File: src/rtl/fsiom_consts.svh
// offsets, field positions, reset-free constants and timing counts of the io mapping block
`ifndef FSIOM_CONSTS_SVH
`define FSIOM_CONSTS_SVH

`define FSIOM_ADDR_W 8
`define FSIOM_CTRL_OFS 8'h00
`define FSIOM_SOFT_OFS 8'h04
`define FSIOM_LEN1_OFS 8'h08
`define FSIOM_LEN2_OFS 8'h0c
`define FSIOM_STAT_OFS 8'h10
`define FSIOM_MAP1_OFS 8'h14
`define FSIOM_MAP2_OFS 8'h18

`define FSIOM_CTRL_V2_BIT 0
`define FSIOM_CTRL_RESTART_BIT 1
`define FSIOM_SOFT_RATE_LSB 8

`define FSIOM_RESP_OKAY 2'b00
`define FSIOM_RESP_SLVERR 2'b10

`define FSIOM_DIGIT_MAX 4'h9
`define FSIOM_SOFT_SEL 4'h9
`define FSIOM_DIGIT_WEIGHT 8'd10
`define FSIOM_STATION_MIN 8'd1
`define FSIOM_STATION_MAX 8'd64
`define FSIOM_RATE_MAX 4'h4
`define FSIOM_SOFT_RATE_MAX 3'h4

`define FSIOM_LEN_CAP 8'd200
`define FSIOM_V1_STEP 8'd12
`define FSIOM_V1_BITS_PER_STN 8'd4
`define FSIOM_V1_NOWORD_LEN 8'd4
`define FSIOM_V1_MAX_LEN 8'd48
`define FSIOM_V1_MAX_STN 3'd4
`define FSIOM_V1_MAX_BITS 8'd16
`define FSIOM_V1_MAX_WORDS 9'd32

`define FSIOM_V2_ENTRIES 16
`define FSIOM_V2_STN_PER_ROW 4
`define FSIOM_V2_LEN_TAB {9'd368, 9'd272, 9'd176, 9'd80, 9'd184, 9'd136, 9'd88, 9'd40, \
    9'd92, 9'd68, 9'd44, 9'd20, 9'd48, 9'd36, 9'd24, 9'd12}
`define FSIOM_V2_BIT_TAB {8'd112, 8'd80, 8'd48, 8'd16, 8'd56, 8'd40, 8'd24, 8'd8, \
    8'd28, 8'd20, 8'd12, 8'd4, 8'd16, 8'd12, 8'd8, 8'd4}

`define FSIOM_SETTLE_CYC 4'd3

`endif

File: src/rtl/fsiom_pkg.sv
// types shared by the io mapping block
package fsiom_pkg;

    typedef enum logic [2:0] {FSIOM_BAUD_156K, FSIOM_BAUD_625K, FSIOM_BAUD_2M5, FSIOM_BAUD_5M,
        FSIOM_BAUD_10M} fsiom_baud_t;

    typedef enum logic {FSIOM_SETTLE, FSIOM_RUN} fsiom_phase_t;

    typedef struct packed {
        logic [2:0] stations;
        logic [3:0] cycles;
        logic [7:0] bit_bytes;
        logic [8:0] word_bytes;
    } fsiom_map_t;

    typedef struct packed {
        fsiom_phase_t phase;
        logic [3:0] settle;
        logic aw_rdy;
        logic aw_got;
        logic [7:0] aw_addr;
        logic w_rdy;
        logic w_got;
        logic [31:0] w_data;
        logic [3:0] w_strb;
        logic bvalid;
        logic [1:0] bresp;
        logic ar_rdy;
        logic rvalid;
        logic [31:0] rdata;
        logic [1:0] rresp;
        logic version2;
        logic [6:0] soft_station;
        logic [2:0] soft_rate;
        logic [7:0] len_first;
        logic [7:0] len_second;
        logic [6:0] station;
        fsiom_baud_t rate;
        logic station_err;
        logic rate_err;
        logic soft_station_used;
        logic soft_rate_used;
        fsiom_map_t map_first;
        fsiom_map_t map_second;
        logic len_err;
        logic run;
        logic err;
        logic rd;
        logic sd;
        logic [2:0] occupied;
    } fsiom_state_t;

endpackage : fsiom_pkg

File: src/rtl/fsiom_sync.sv
// two-flop synchroniser for the rotary switch pins
`timescale 1ns/10ps
module fsiom_sync #(
    parameter int WIDTH = 12
) (
    input wire logic ref_clk_i,
    input wire logic rst_i,
    input wire logic [WIDTH-1:0] async_i,
    output logic [WIDTH-1:0] sync_o
);
    typedef struct packed {
        logic [WIDTH-1:0] meta;
        logic [WIDTH-1:0] sync;
    } fsiom_sync_state_t;

    fsiom_sync_state_t st_ff;
    fsiom_sync_state_t nxt_st;

    // the meta stage feeds only the second stage
    always_comb
    begin
        nxt_st.meta = async_i;
        nxt_st.sync = st_ff.meta;
    end

    always_ff @(posedge ref_clk_i)
    begin
        if (rst_i)
            st_ff <= '0;
        else
            st_ff <= nxt_st;
    end

    assign sync_o = st_ff.sync;
endmodule : fsiom_sync

File: src/rtl/fsiom_v2_match.sv
// matches a data length against the extended-cycle size table
`timescale 1ns/10ps
`include "fsiom_consts.svh"
module fsiom_v2_match
    import fsiom_pkg::*;
#(
    parameter int ENTRIES = `FSIOM_V2_ENTRIES
) (
    input wire logic [7:0] len_i,
    output logic hit_o,
    output fsiom_map_t map_o
);
    localparam logic [ENTRIES*9-1:0] LEN_TAB = `FSIOM_V2_LEN_TAB;
    localparam logic [ENTRIES*8-1:0] BIT_TAB = `FSIOM_V2_BIT_TAB;

    logic [ENTRIES-1:0] hit;

    // entry index is cycle code times four plus stations minus one
    for (genvar i = 0; i < ENTRIES; i++)
    begin : g_entry
        assign hit[i] = ({1'b0, len_i} == LEN_TAB[i*9 +: 9]);
    end

    // table lengths are unique, so at most one entry hits
    always_comb
    begin
        map_o = '0;
        hit_o = |hit;
        for (int j = 0; j < ENTRIES; j++)
        begin
            if (hit[j])
            begin
                map_o.stations = 3'((j % `FSIOM_V2_STN_PER_ROW) + 1);
                map_o.cycles = 4'(1 << (j / `FSIOM_V2_STN_PER_ROW));
                map_o.bit_bytes = BIT_TAB[j*8 +: 8];
                map_o.word_bytes = LEN_TAB[j*9 +: 9] - {1'b0, BIT_TAB[j*8 +: 8]};
            end
        end
    end
endmodule : fsiom_v2_match

File: src/rtl/fsiom_top.sv
// station, baud and cyclic data mapping logic with an axi4-lite register slave
//
// How it works
// - run indicator green only when participating, no timeout
// - error indicator red on crc, station, baud faults
// - station equals tens digit times ten plus ones
// - switches at 99 take software station number
// - station captured only at start-up or restart
// - rate switch 0-4 decode; 9 selects software rate
// - version 1 stations from length in twelves
// - version 1 bit bytes four per station
// - version 1 above 48 exposes 16+32 bytes
// - configured lengths capped at 200 bytes
// - data split into bit and word areas
// - version 2 up to 4 stations, 8 cycles
// - version 2 sizes from station and cycle table
// - version 2 unmatched length raises configuration error
`timescale 1ns/10ps
`include "fsiom_consts.svh"
module fsiom_top
    import fsiom_pkg::*;
(
    input wire logic ref_clk_i,
    input wire logic rst_i,
    input wire logic [3:0] station_tens_switch_i,
    input wire logic [3:0] station_ones_switch_i,
    input wire logic [3:0] rate_select_switch_i,
    input wire logic net_participating_i,
    input wire logic net_timeout_i,
    input wire logic crc_error_i,
    input wire logic baud_mismatch_i,
    input wire logic rx_active_i,
    input wire logic tx_active_i,
    input wire logic [7:0] s_axi_awaddr_i,
    input wire logic s_axi_awvalid_i,
    output logic s_axi_awready_o,
    input wire logic [31:0] s_axi_wdata_i,
    input wire logic [3:0] s_axi_wstrb_i,
    input wire logic s_axi_wvalid_i,
    output logic s_axi_wready_o,
    output logic [1:0] s_axi_bresp_o,
    output logic s_axi_bvalid_o,
    input wire logic s_axi_bready_i,
    input wire logic [7:0] s_axi_araddr_i,
    input wire logic s_axi_arvalid_i,
    output logic s_axi_arready_o,
    output logic [31:0] s_axi_rdata_o,
    output logic [1:0] s_axi_rresp_o,
    output logic s_axi_rvalid_o,
    input wire logic s_axi_rready_i,
    output logic run_indicator_o,
    output logic error_indicator_o,
    output logic receive_activity_indicator_o,
    output logic send_activity_indicator_o,
    output logic [6:0] station_number_o,
    output fsiom_baud_t baud_code_o,
    output logic config_error_o,
    output logic [2:0] occupied_stations_o
);
    fsiom_state_t st_ff;
    fsiom_state_t nxt_st;

    logic [11:0] sw_sync;
    logic [3:0] tens_sw;
    logic [3:0] ones_sw;
    logic [3:0] rate_sw;
    logic [7:0] sw_sum;
    logic [6:0] sw_station;
    logic sw_soft_station;
    logic capture_now;
    logic run_cause;
    logic err_cause;
    logic v2_hit_first;
    logic v2_hit_second;
    fsiom_map_t v2_map_first;
    fsiom_map_t v2_map_second;

    fsiom_sync #(
        .WIDTH(12)
    ) u_sync (
        .ref_clk_i(ref_clk_i),
        .rst_i(rst_i),
        .async_i({rate_select_switch_i, station_tens_switch_i, station_ones_switch_i}),
        .sync_o(sw_sync)
    );

    fsiom_v2_match u_match_first (
        .len_i(st_ff.len_first),
        .hit_o(v2_hit_first),
        .map_o(v2_map_first)
    );

    fsiom_v2_match u_match_second (
        .len_i(st_ff.len_second),
        .hit_o(v2_hit_second),
        .map_o(v2_map_second)
    );

    assign rate_sw = sw_sync[11:8];
    assign tens_sw = sw_sync[7:4];
    assign ones_sw = sw_sync[3:0];
    assign sw_sum = 8'({4'h0, tens_sw} * `FSIOM_DIGIT_WEIGHT) + {4'h0, ones_sw};
    assign sw_station = sw_sum[6:0];
    assign sw_soft_station = (tens_sw == `FSIOM_SOFT_SEL) && (ones_sw == `FSIOM_SOFT_SEL);
    // settle lets the synchroniser fill before the one-time sample
    assign capture_now = (st_ff.phase == FSIOM_SETTLE) && (st_ff.settle == `FSIOM_SETTLE_CYC);
    assign run_cause = net_participating_i && !net_timeout_i;
    assign err_cause = crc_error_i || baud_mismatch_i || st_ff.station_err || st_ff.rate_err;

    // lengths of 4 or less still occupy one station with its 4 bit bytes
    function automatic fsiom_map_t map_v1(input logic [7:0] len);
        fsiom_map_t m;
        m = '0;
        m.cycles = 4'h1;
        if (len > `FSIOM_V1_MAX_LEN)
        begin
            m.stations = `FSIOM_V1_MAX_STN;
            m.bit_bytes = `FSIOM_V1_MAX_BITS;
            m.word_bytes = `FSIOM_V1_MAX_WORDS;
        end
        else if (len <= `FSIOM_V1_NOWORD_LEN)
        begin
            m.stations = 3'd1;
            m.bit_bytes = `FSIOM_V1_BITS_PER_STN;
            m.word_bytes = 9'd0;
        end
        else
        begin
            m.stations = 3'((len + `FSIOM_V1_STEP - 8'd1) / `FSIOM_V1_STEP);
            m.bit_bytes = 8'({5'h0, m.stations} * `FSIOM_V1_BITS_PER_STN);
            m.word_bytes = {1'b0, len - m.bit_bytes};
        end
        return m;
    endfunction : map_v1

    function automatic logic [7:0] clamp_len(input logic [15:0] v);
        return (v > {8'h00, `FSIOM_LEN_CAP}) ? `FSIOM_LEN_CAP : v[7:0];
    endfunction : clamp_len

    always_comb
    begin
        nxt_st = st_ff;
        nxt_st.run = run_cause;
        nxt_st.err = err_cause;
        nxt_st.rd = rx_active_i;
        nxt_st.sd = tx_active_i;
        unique case (st_ff.phase)
            FSIOM_SETTLE:
            begin
                if (capture_now)
                begin
                    nxt_st.phase = FSIOM_RUN;
                    nxt_st.soft_station_used = sw_soft_station;
                    if (sw_soft_station)
                    begin
                        nxt_st.station = st_ff.soft_station;
                        nxt_st.station_err = ({1'b0, st_ff.soft_station} < `FSIOM_STATION_MIN) ||
                            ({1'b0, st_ff.soft_station} > `FSIOM_STATION_MAX);
                    end
                    else
                    begin
                        nxt_st.station = sw_station;
                        nxt_st.station_err = (sw_sum < `FSIOM_STATION_MIN) || (sw_sum > `FSIOM_STATION_MAX) ||
                            (tens_sw > `FSIOM_DIGIT_MAX) || (ones_sw > `FSIOM_DIGIT_MAX);
                    end
                    nxt_st.soft_rate_used = (rate_sw == `FSIOM_SOFT_SEL);
                    if (rate_sw == `FSIOM_SOFT_SEL)
                    begin
                        nxt_st.rate = fsiom_baud_t'(st_ff.soft_rate);
                        nxt_st.rate_err = (st_ff.soft_rate > `FSIOM_SOFT_RATE_MAX);
                    end
                    else if (rate_sw <= `FSIOM_RATE_MAX)
                    begin
                        nxt_st.rate = fsiom_baud_t'(rate_sw[2:0]);
                        nxt_st.rate_err = 1'b0;
                    end
                    else
                    begin
                        nxt_st.rate = FSIOM_BAUD_156K;
                        nxt_st.rate_err = 1'b1;
                    end
                end
                else
                begin
                    nxt_st.settle = st_ff.settle + 4'h1;
                end
            end
            FSIOM_RUN:
            begin
                nxt_st.settle = st_ff.settle;
            end
        endcase
        // mapping follows the length registers live; version 2 uses the table
        nxt_st.map_first = st_ff.version2 ? v2_map_first : map_v1(st_ff.len_first);
        nxt_st.map_second = st_ff.version2 ? v2_map_second : map_v1(st_ff.len_second);
        nxt_st.len_err = st_ff.version2 && !(v2_hit_first && v2_hit_second);
        nxt_st.occupied = (nxt_st.map_first.stations > nxt_st.map_second.stations) ?
            nxt_st.map_first.stations : nxt_st.map_second.stations;
        // write channel: address and data taken in either order
        if (st_ff.bvalid && s_axi_bready_i)
            nxt_st.bvalid = 1'b0;
        if (s_axi_awvalid_i && st_ff.aw_rdy)
        begin
            nxt_st.aw_got = 1'b1;
            nxt_st.aw_addr = s_axi_awaddr_i;
        end
        if (s_axi_wvalid_i && st_ff.w_rdy)
        begin
            nxt_st.w_got = 1'b1;
            nxt_st.w_data = s_axi_wdata_i;
            nxt_st.w_strb = s_axi_wstrb_i;
        end
        if (st_ff.aw_got && st_ff.w_got && !st_ff.bvalid)
        begin
            nxt_st.aw_got = 1'b0;
            nxt_st.w_got = 1'b0;
            nxt_st.bvalid = 1'b1;
            nxt_st.bresp = `FSIOM_RESP_OKAY;
            case (st_ff.aw_addr)
                `FSIOM_CTRL_OFS:
                begin
                    if (st_ff.w_strb[0])
                    begin
                        nxt_st.version2 = st_ff.w_data[`FSIOM_CTRL_V2_BIT];
                        // a restart resamples the switches, as a reboot would
                        if (st_ff.w_data[`FSIOM_CTRL_RESTART_BIT])
                        begin
                            nxt_st.phase = FSIOM_SETTLE;
                            nxt_st.settle = 4'h0;
                        end
                    end
                end
                `FSIOM_SOFT_OFS:
                begin
                    if (st_ff.w_strb[0])
                        nxt_st.soft_station = st_ff.w_data[6:0];
                    if (st_ff.w_strb[1])
                        nxt_st.soft_rate = st_ff.w_data[`FSIOM_SOFT_RATE_LSB +: 3];
                end
                `FSIOM_LEN1_OFS:
                begin
                    if (st_ff.w_strb[0])
                        nxt_st.len_first = clamp_len({st_ff.w_strb[1] ? st_ff.w_data[15:8] : 8'h00,
                            st_ff.w_data[7:0]});
                end
                `FSIOM_LEN2_OFS:
                begin
                    if (st_ff.w_strb[0])
                        nxt_st.len_second = clamp_len({st_ff.w_strb[1] ? st_ff.w_data[15:8] : 8'h00,
                            st_ff.w_data[7:0]});
                end
                `FSIOM_STAT_OFS, `FSIOM_MAP1_OFS, `FSIOM_MAP2_OFS:
                begin
                    nxt_st.bresp = `FSIOM_RESP_OKAY;
                end
                default:
                begin
                    nxt_st.bresp = `FSIOM_RESP_SLVERR;
                end
            endcase
        end
        // read channel
        if (st_ff.rvalid && s_axi_rready_i)
            nxt_st.rvalid = 1'b0;
        if (s_axi_arvalid_i && st_ff.ar_rdy)
        begin
            nxt_st.rvalid = 1'b1;
            nxt_st.rresp = `FSIOM_RESP_OKAY;
            case (s_axi_araddr_i)
                `FSIOM_CTRL_OFS: nxt_st.rdata = {31'h0, st_ff.version2};
                `FSIOM_SOFT_OFS: nxt_st.rdata = {21'h0, st_ff.soft_rate, 1'b0, st_ff.soft_station};
                `FSIOM_LEN1_OFS: nxt_st.rdata = {24'h0, st_ff.len_first};
                `FSIOM_LEN2_OFS: nxt_st.rdata = {24'h0, st_ff.len_second};
                `FSIOM_STAT_OFS: nxt_st.rdata = {11'h0, st_ff.soft_rate_used, st_ff.soft_station_used,
                    st_ff.len_err, st_ff.rate_err, st_ff.station_err, 5'h0, st_ff.rate, 1'b0, st_ff.station};
                `FSIOM_MAP1_OFS: nxt_st.rdata = {7'h0, st_ff.map_first.word_bytes, st_ff.map_first.bit_bytes,
                    st_ff.map_first.cycles, 1'b0, st_ff.map_first.stations};
                `FSIOM_MAP2_OFS: nxt_st.rdata = {7'h0, st_ff.map_second.word_bytes, st_ff.map_second.bit_bytes,
                    st_ff.map_second.cycles, 1'b0, st_ff.map_second.stations};
                default:
                begin
                    nxt_st.rdata = 32'h0;
                    nxt_st.rresp = `FSIOM_RESP_SLVERR;
                end
            endcase
        end
        // one write and one read in flight; readies drop while a response waits
        nxt_st.aw_rdy = !nxt_st.aw_got && !nxt_st.bvalid;
        nxt_st.w_rdy = !nxt_st.w_got && !nxt_st.bvalid;
        nxt_st.ar_rdy = !nxt_st.rvalid;
    end

    always_ff @(posedge ref_clk_i)
    begin
        if (rst_i)
            st_ff <= '0;
        else
            st_ff <= nxt_st;
    end

    assign s_axi_awready_o = st_ff.aw_rdy;
    assign s_axi_wready_o = st_ff.w_rdy;
    assign s_axi_bresp_o = st_ff.bresp;
    assign s_axi_bvalid_o = st_ff.bvalid;
    assign s_axi_arready_o = st_ff.ar_rdy;
    assign s_axi_rdata_o = st_ff.rdata;
    assign s_axi_rresp_o = st_ff.rresp;
    assign s_axi_rvalid_o = st_ff.rvalid;
    assign run_indicator_o = st_ff.run;
    assign error_indicator_o = st_ff.err;
    assign receive_activity_indicator_o = st_ff.rd;
    assign send_activity_indicator_o = st_ff.sd;
    assign station_number_o = st_ff.station;
    assign baud_code_o = st_ff.rate;
    assign config_error_o = st_ff.len_err;
    assign occupied_stations_o = st_ff.occupied;

    run_led_a: assert property (@(posedge ref_clk_i) disable iff (rst_i)
        1'b1 |=> run_indicator_o == $past(run_cause)) else $error("run indicator wrong");
    err_led_a: assert property (@(posedge ref_clk_i) disable iff (rst_i)
        1'b1 |=> error_indicator_o == $past(err_cause)) else $error("error indicator wrong");
    activity_led_a: assert property (@(posedge ref_clk_i) disable iff (rst_i)
        rx_active_i && !tx_active_i |=> receive_activity_indicator_o && !send_activity_indicator_o)
        else $error("activity indicators wrong");
    station_sum_a: assert property (@(posedge ref_clk_i) disable iff (rst_i)
        capture_now && !sw_soft_station |=> station_number_o == $past(sw_station))
        else $error("switch station number wrong");
    station_soft_a: assert property (@(posedge ref_clk_i) disable iff (rst_i)
        capture_now && sw_soft_station |=> station_number_o == $past(st_ff.soft_station))
        else $error("software station number not used");
    station_hold_a: assert property (@(posedge ref_clk_i) disable iff (rst_i)
        (st_ff.phase == FSIOM_RUN) ##1 (st_ff.phase == FSIOM_RUN) |-> $stable(station_number_o))
        else $error("station number changed while running");
    rate_decode_a: assert property (@(posedge ref_clk_i) disable iff (rst_i)
        capture_now && (rate_sw == 4'h3) |=> (baud_code_o == FSIOM_BAUD_5M) && !st_ff.rate_err)
        else $error("rate switch decode wrong");
    v1_stations_a: assert property (@(posedge ref_clk_i) disable iff (rst_i)
        (!st_ff.version2 && st_ff.len_first > 8'd24 && st_ff.len_first <= 8'd36) ##1
        ($stable(st_ff.len_first) && !st_ff.version2) |-> st_ff.map_first.stations == 3'd3)
        else $error("version 1 station count wrong");
    v1_words_a: assert property (@(posedge ref_clk_i) disable iff (rst_i)
        (!st_ff.version2 && st_ff.len_first > 8'd4 && st_ff.len_first <= 8'd48) ##1
        ($stable(st_ff.len_first) && !st_ff.version2) |->
        ({1'b0, st_ff.len_first} == {1'b0, st_ff.map_first.bit_bytes} + st_ff.map_first.word_bytes))
        else $error("version 1 word bytes wrong");
    v1_over48_a: assert property (@(posedge ref_clk_i) disable iff (rst_i)
        (!st_ff.version2 && st_ff.len_first > 8'd48) ##1 ($stable(st_ff.len_first) && !st_ff.version2)
        |-> st_ff.map_first.bit_bytes == 8'd16 && st_ff.map_first.word_bytes == 9'd32)
        else $error("version 1 large length mapping wrong");
    len_cap_a: assert property (@(posedge ref_clk_i) disable iff (rst_i)
        st_ff.len_first <= 8'd200 && st_ff.len_second <= 8'd200) else $error("length above cap");
    v2_size_a: assert property (@(posedge ref_clk_i) disable iff (rst_i)
        (st_ff.version2 && st_ff.len_first == 8'd12) ##1 ($stable(st_ff.len_first) && st_ff.version2) |->
        st_ff.map_first.stations == 3'd1 && st_ff.map_first.cycles == 4'd1 &&
        st_ff.map_first.bit_bytes == 8'd4 && st_ff.map_first.word_bytes == 9'd8)
        else $error("version 2 size mapping wrong");
    v2_error_a: assert property (@(posedge ref_clk_i) disable iff (rst_i)
        (st_ff.version2 && st_ff.len_first == 8'd13) ##1 ($stable(st_ff.len_first) && st_ff.version2)
        |=> config_error_o) else $error("version 2 length error not raised");
endmodule : fsiom_top

File: config.mk
export PLATFORM = sky130hd
export DESIGN_NAME = fsiom_top
export DESIGN_NICKNAME = d
export VERILOG_FILES = /design/src/rtl/fsiom_pkg.sv /design/src/rtl/fsiom_sync.sv /design/src/rtl/fsiom_v2_match.sv /design/src/rtl/fsiom_top.sv
export VERILOG_INCLUDE_DIRS = /design/src /design/src/rtl
export SDC_FILE = /design/constraint.sdc
export NUM_CORES = 1
export LEC_CHECK = 0
export BUFFER_PORTS_ARGS = -buffer_cell sky130_fd_sc_hd__buf_2
export CAP_MARGIN = 20
export CELL_PAD_IN_SITES_DETAIL_PLACEMENT = 1
export CELL_PAD_IN_SITES_GLOBAL_PLACEMENT = 2
export CORE_MARGIN = 5
export CORE_UTILIZATION = 37
export DETAILED_ROUTE_END_ITERATION = 10
export GPL_TIMING_DRIVEN = 1
export HOLD_SLACK_MARGIN = 0.03
export PLACE_DENSITY = 0.83
export SYNTH_ARGS = -nofsm -noshare
export SYNTH_HDL_FRONTEND = slang
export SYNTH_HIERARCHICAL = 1
export SYNTH_SLANG_ARGS = --single-unit
File: constraint.sdc
create_clock -name ref_clk_i -period 11.3 [get_ports ref_clk_i]
set_clock_uncertainty 0.1 [all_clocks]
set_input_delay 1.695 -clock ref_clk_i [delete_from_list [all_inputs] [get_ports ref_clk_i]]
set_output_delay 1.695 -clock ref_clk_i [all_outputs]
set_load 0.1 [all_outputs]
Word level (Yosys, flattened, before mapping) --
Cells that the tools add are included.
Cells by class: add/sub/neg operators 8, multiply operators 1, div/mod/pow operators 2, order comparisons 14, eq/ne operators 44, muxes and demuxes 66, bitwise logic cells 2, reductions and logical operators 45
Operators with widths (count):
- $mux 24 | 28
- $pmux 25 s7 | 1
- $eq 8x5->1 const B | 10
- $eq 8x6->1 const B | 8
- $eq 8x7->1 const B | 8
- $mux 14 | 4
- $eq 8x4->1 const B | 6
- $eq 8x8->1 const B | 6
- $mux 22 | 2
- $mux 37 | 1
- $mux 35 | 1
- $reduce_or 14->1 | 2
- $mux 3 | 8
- $mux 5 | 4
- $add 8x4->8 const B | 2
- $div 8x4->8 const B | 2
- $eq 8x3->1 const B | 2
- $gt 16x8->1 const B | 1
- $gt 8x6->1 const B | 2
- $le 8x3->1 const B | 2
- $logic_not 8->1 | 2
- $mux 8 | 2
- $reduce_or 8->1 | 2
- $sub 8x1->8 const B | 2
- other kinds (29) | 74
Word-level totals: bits in registers 213, bits of input ports 77, output and inout bits 59, word-level logic and storage cells 230

Depth between registers and ports, before layout --
word-level depth 18, gate-level depth with buffers 18, mapped depth without buffers 17

Cells and area by module --
The synthesis kept the hierarchy.
Modules (own cells, without submodules):
- fsiom_top | times used 1, cells each 1042, area each 8395.6 µm²
- fsiom_v2_match | times used 2, cells each 116, area each 695.7 µm²
- fsiom_sync | times used 1, cells each 50, area each 693.2 µm²

Least setup slack after synthesis --
OpenSTA, ideal clock, no wires.
path kind flip-flop to flip-flop, start point reg st_ff[78] (netlist name), end point reg st_ff (netlist bit occupied_stations_o[0]), arrival time 3.588 ns, data required time 11.077 ns, slack 7.489 ns, cell stages (with the launch flop) 18, buffers on the path 0, period minus slack after synthesis 3.811 ns, cells stage by stage dfxtp_1 > inv_1 > ha_1 > nand2b_4 > nand3_2 > mux2i_1 > or3_1 > a32oi_1 > a21boi_2 > o31a_1 > inv_1 > ha_1 > nor2b_1 > o21ai_0 > a32oi_1 > o2111ai_1 > o21ai_0 > nor4_2
RTL lines:
- start, declared | RTL line fsiom_top.sv:60 | fsiom_state_t st_ff;
- start signal, assigned | RTL line fsiom_top.sv:298 | st_ff <= nxt_st;

Worst setup path after layout --
start point reg st_ff[71] (netlist name), end point reg st_ff (netlist bit occupied_stations_o[0])
Between the ends: longest elaborated chain between the ends 18, elaborated cells between the ends (all ways) 38, those cells by class add/sub: 2; div: 1; order compare: 3; eq/ne: 14; mux: 18
Ends and longest elaborated chain:
- parallel branches: the longest is 15 deep, another holds $add 8x4->8
- $mux 24 (*) | RTL line fsiom_top.sv:195 | nxt_st.map_second = st_ff.version2 ? v2_map_second : map_v1(st_ff.len_second);
- $gt 3x3->1 | RTL line fsiom_top.sv:197 | nxt_st.occupied = (nxt_st.map_first.stations > nxt_st.map_second.stations) ?
- $mux 3 (*) | RTL line fsiom_top.sv:197
Mark *: on every way between the ends. A chain may end at the register's enable or synchronous reset.

==> impl_metrics.py <==
metrics = {
    "logic_synthesis": {
        "yosysUniqueCellTypes": 86,
        "synth_compound_area_share_pct": 21.22,
        "synth-xor-area-share_pct": 2.674,
        "synth_top_family_by_area": "simple AND/OR/NAND/NOR gates",
        "synth-main-ff-cell": "dfxtp_1",
        "synthMuxAreaShare_pct": 1.254,
        "synth-edff-count": 0,
        "syn-instance-count": 1324,
        "synth-simple-area-share_pct": 26.18,
        "yosysSeqAreaShare_pct": 35.53,
        "yosys.area.top_type": "dfxtp_1",
        "synth_top_area_share_pct": 35.53,
        "syn_area_um2": 10480,
        "async_flop_share_pct": 0,
        "avgSynthCellArea_um2": 7.915,
        "yosysWarningCount": 6,
        "ys_top_cells_by_area": "dfxtp_1 36%, a21oi_1 6.4%, nand2_1 5.3%",
        "synthAdderAreaFrac_pct": 3.271,
        "synth-seq-cells": 186,
    },
    "timing": {
        "setup_tns_ns": 0,
        "slew_headroom_pct": 26.61,
        "period_minus_slack_ns": 4.614,
        "maxSlewViolCount": 0,
        "setup_viol": 0,
        "max_freq_mhz": 216.7,
        "timing.hold.ws_ns": 0.3393,
        "tightest_slew_ns": 1.097,
        "period_share_pct": 40.84,
        "hold_violations": 0,
        "rsz0062_at_grt": "false",
    },
    "clocking": {
        "clock_path_buffers": 2,
        "cts_inserted_buffers": 17,
        "clock-root-buffer": "clkbuf_16",
        "clk_latency_ns": 0.43,
        "cts_tree": "yes",
        "path_clk_slew_ns": 0.08,
        "cts_resized": 0,
        "cts_setup_buffers": 0,
        "clock_sinks": 186,
        "cts.hold.buffers_added": 0,
        "htreeDepth": 4,
    },
    "power": {
        "ir_worst_vdd_mv": 0.07067,
        "leakagePower_nw": 4.296,
        "p_per_area_nw_per_um2": 124.8,
    },
    "floorplan": {
        "rows": 61,
        "num_io_pins": 136,
        "start_util_pct": 37.62,
        "coreArea_um2": 27860,
        "die_area_um2": 31790,
        "fp.dieW_um": 178.3,
        "dieHeight_um": 178.3,
    },
    "critical_path": {
        "cp.arrival_ns": 4.81,
        "worst-path-max-fanout": 14,
        "critPathKind": "reg2reg",
        "startpoint_type": "register",
        "rrSetupSlack_ns": 6.69,
        "end_kind": "register",
        "cp.required_ns": 11.50,
    },
    "flow_run": {
        "cap_viol_max_count": 0,
    },
    "grt": {
        "grt_remaining_overflow": 0,
        "grt_pass1_wl_mm": 51.35,
        "grt_max_degree": 77,
        "track_usage_pct": 20.12,
        "antenna_found_initial": 1,
        "grt_pass1_vias": 9356,
    },
    "layout": {
        "fillCellCount": 3424,
        "multi_input_area_um2": 5816,
        "area_delta_synth_final_pct": 9.038,
        "diodes": 0,
        "drive_gt1_share_pct": 15.21,
        "seq_area_um2": 3724,
        "nets": 1450,
    },
    "detailed_routing": {
        "vias": 9492,
        "post_drt_wl_per_cell_um": 18.77,
        "via_per_inst": 5.458,
        "drt_wl_total_mm": 32.64,
        "drtIter0Drc": 523,
        "drt-pass1-iter-count": 7,
        "ant_nets": 0,
        "route.detailed.drc": 0,
    },
    "min_path": {
        "hp-class": "reg2reg",
    },
    "placed_design": {
        "dpl.hpwl_mm": 23.68,
        "gp_congestion": 0.8645,
        "io_buffers": 108,
    },
    "run_status": {
        "outcome": "complete, no violations",
    },
}
-- cells in the final DEF (no fill, tap or decap), drive strengths merged, types with 6 or more instances in the layout --
cell and count:
dfxtp 186, nand2 149, nor2 137, a21oi 133
buf 129, o21ai 55, nor3 52, inv 45
nor2b 42, a22oi 41, nand3 29, conb 25
and3 23, nor4 23, nand2b 22, ha 21
clkbuf 19, xnor2 18, xor2 14, a211oi 12
mux2i 12, a31oi 12, o211ai 11, or3 11
and2 9, o22ai 7, a21o 6, o31ai 6
nand4 6, nand4b 6, a2111oi 6
-- per-layer routing --
layer  track usage [%]  wire (um)  vias up
li1                  -          -     4633
met1             27.46      15360     4609
met2             32.78      15150      215
met3             3.624       1509       35
met4             5.532        620        0
met5                 0          0        -
-- sequential cells by signal (all words and copies together), names as in the netlist --
name	cells
st_ff	112
u_sync/sync_o	12
u_sync/nxt_st	12
send_activity_indicator_o	1
s_axi_rresp_o	1
s_axi_rvalid_o	1
s_axi_arready_o	1
s_axi_awready_o	1
s_axi_bvalid_o	1
baud_code_o	3
s_axi_wready_o	1
s_axi_rdata_o	25
occupied_stations_o	3
error_indicator_o	1
s_axi_bresp_o	1
receive_activity_indicator_o	1
run_indicator_o	1
config_error_o	1
station_number_o	7
-- power by group --
group / internal [mW] / switching (mW) / leakage (nW)
sequential: 0.676 / 0.0173 / 1.51
clock: 0.299 / 0.286 / 0.280
combinational: 0.0373 / 0.111 / 2.50
-- path summary, 6_finish.rpt --
| check | from | to | cells after the start |
|---|---|---|---|
| min reg2reg | u_sync/nxt_st[8] | u_sync/sync_o[8] | 1 |
| min | u_sync/nxt_st[8] | u_sync/sync_o[8] | 1 |
| max reg2reg | st_ff[71] | occupied_stations_o[0] | 16 |
| max | st_ff[71] | occupied_stations_o[0] | 16 |
-- per-stage QoR --
step / setup WS (ns) / utilization, % / power, mW / instance area (um^2) / std cells
final: 6.686 / 41.02 / 1.426 / 11430 / 1739
after global routing: 6.302 / 41.02 / 1.485 / 11430 / 1739
after CTS: 6.716 / 41.02 / 1.442 / 11430 / 1739
after detailed placement: 6.730 / 38.97 / 0.8577 / 10860 / 1707
after global placement: 6.711 / 38.97 / 0.8543 / 10860 / 1707
after floorplan: 7.489 / - / 0.8317 / 10560 / 1346
-- cell usage after synthesis, types with 5 or more instances --
cell type,count
nand2b_1,21
o22ai_1,7
mux2i_1,12
nand4_1,6
dfxtp_1,186
ha_1,21
and2_1,9
a31oi_1,11
or2_2,5
nor2b_1,26
or3_1,11
clkbuf_1,48
o21ai_0,40
nor2_1,136
nand2_1,148
nand3_1,28
o31ai_1,6
buf_2,17
a211oi_1,12
a21oi_1,133
nor2b_2,14
o21ai_1,13
a22oi_1,41
and3_1,23
a222oi_1,5
o211ai_1,11
nand4b_1,5
xnor2_1,18
buf_6,6
o21a_1,5
nor3_1,51
xor2_1,14
buf_4,71
a21o_1,6
nor4_1,20
inv_1,34
-- cell type report --
| class | instances | share of cell area [%] |
|---|---|---|
| Clock buffer | 19 | 3.876 |
| Tap cell | 378 | 4.139 |
| Inverter | 38 | 1.248 |
| Clock inverter | 13 | 1.128 |
| Multi-Input combinational cell | 976 | 50.89 |
| Timing Repair Buffer | 129 | 6.132 |
| Sequential cell | 186 | 32.59 |
-- worst max-delay path, stage by stage, from the launching register on --
cell       delay [ns]
dfxtp_1          0.68
inv_1            0.26
ha_1             0.33
nor2b_4          0.32
nor2_8           0.08
or4_4            0.54
a31oi_4          0.19
o21ai_1          0.11
nand2_2          0.13
a32oi_2          0.14
ha_1             0.34
nor2b_1          0.12
o21ai_0          0.07
a32oi_1          0.52
o2111ai_1        0.20
o21ai_0          0.26
nor4_2           0.08
-- logic make-up after synthesis --
logic type | after synthesis
muxes | 13
xor gates and xnor gates | 32
AOI/OAI and AO/OA | 343
other | 3
buffers and inverters | 184
DFF | 186
and+or+nand+nor | 538
adders and majority gates | 25
Note: power is estimated with default switching activity, not from simulation.
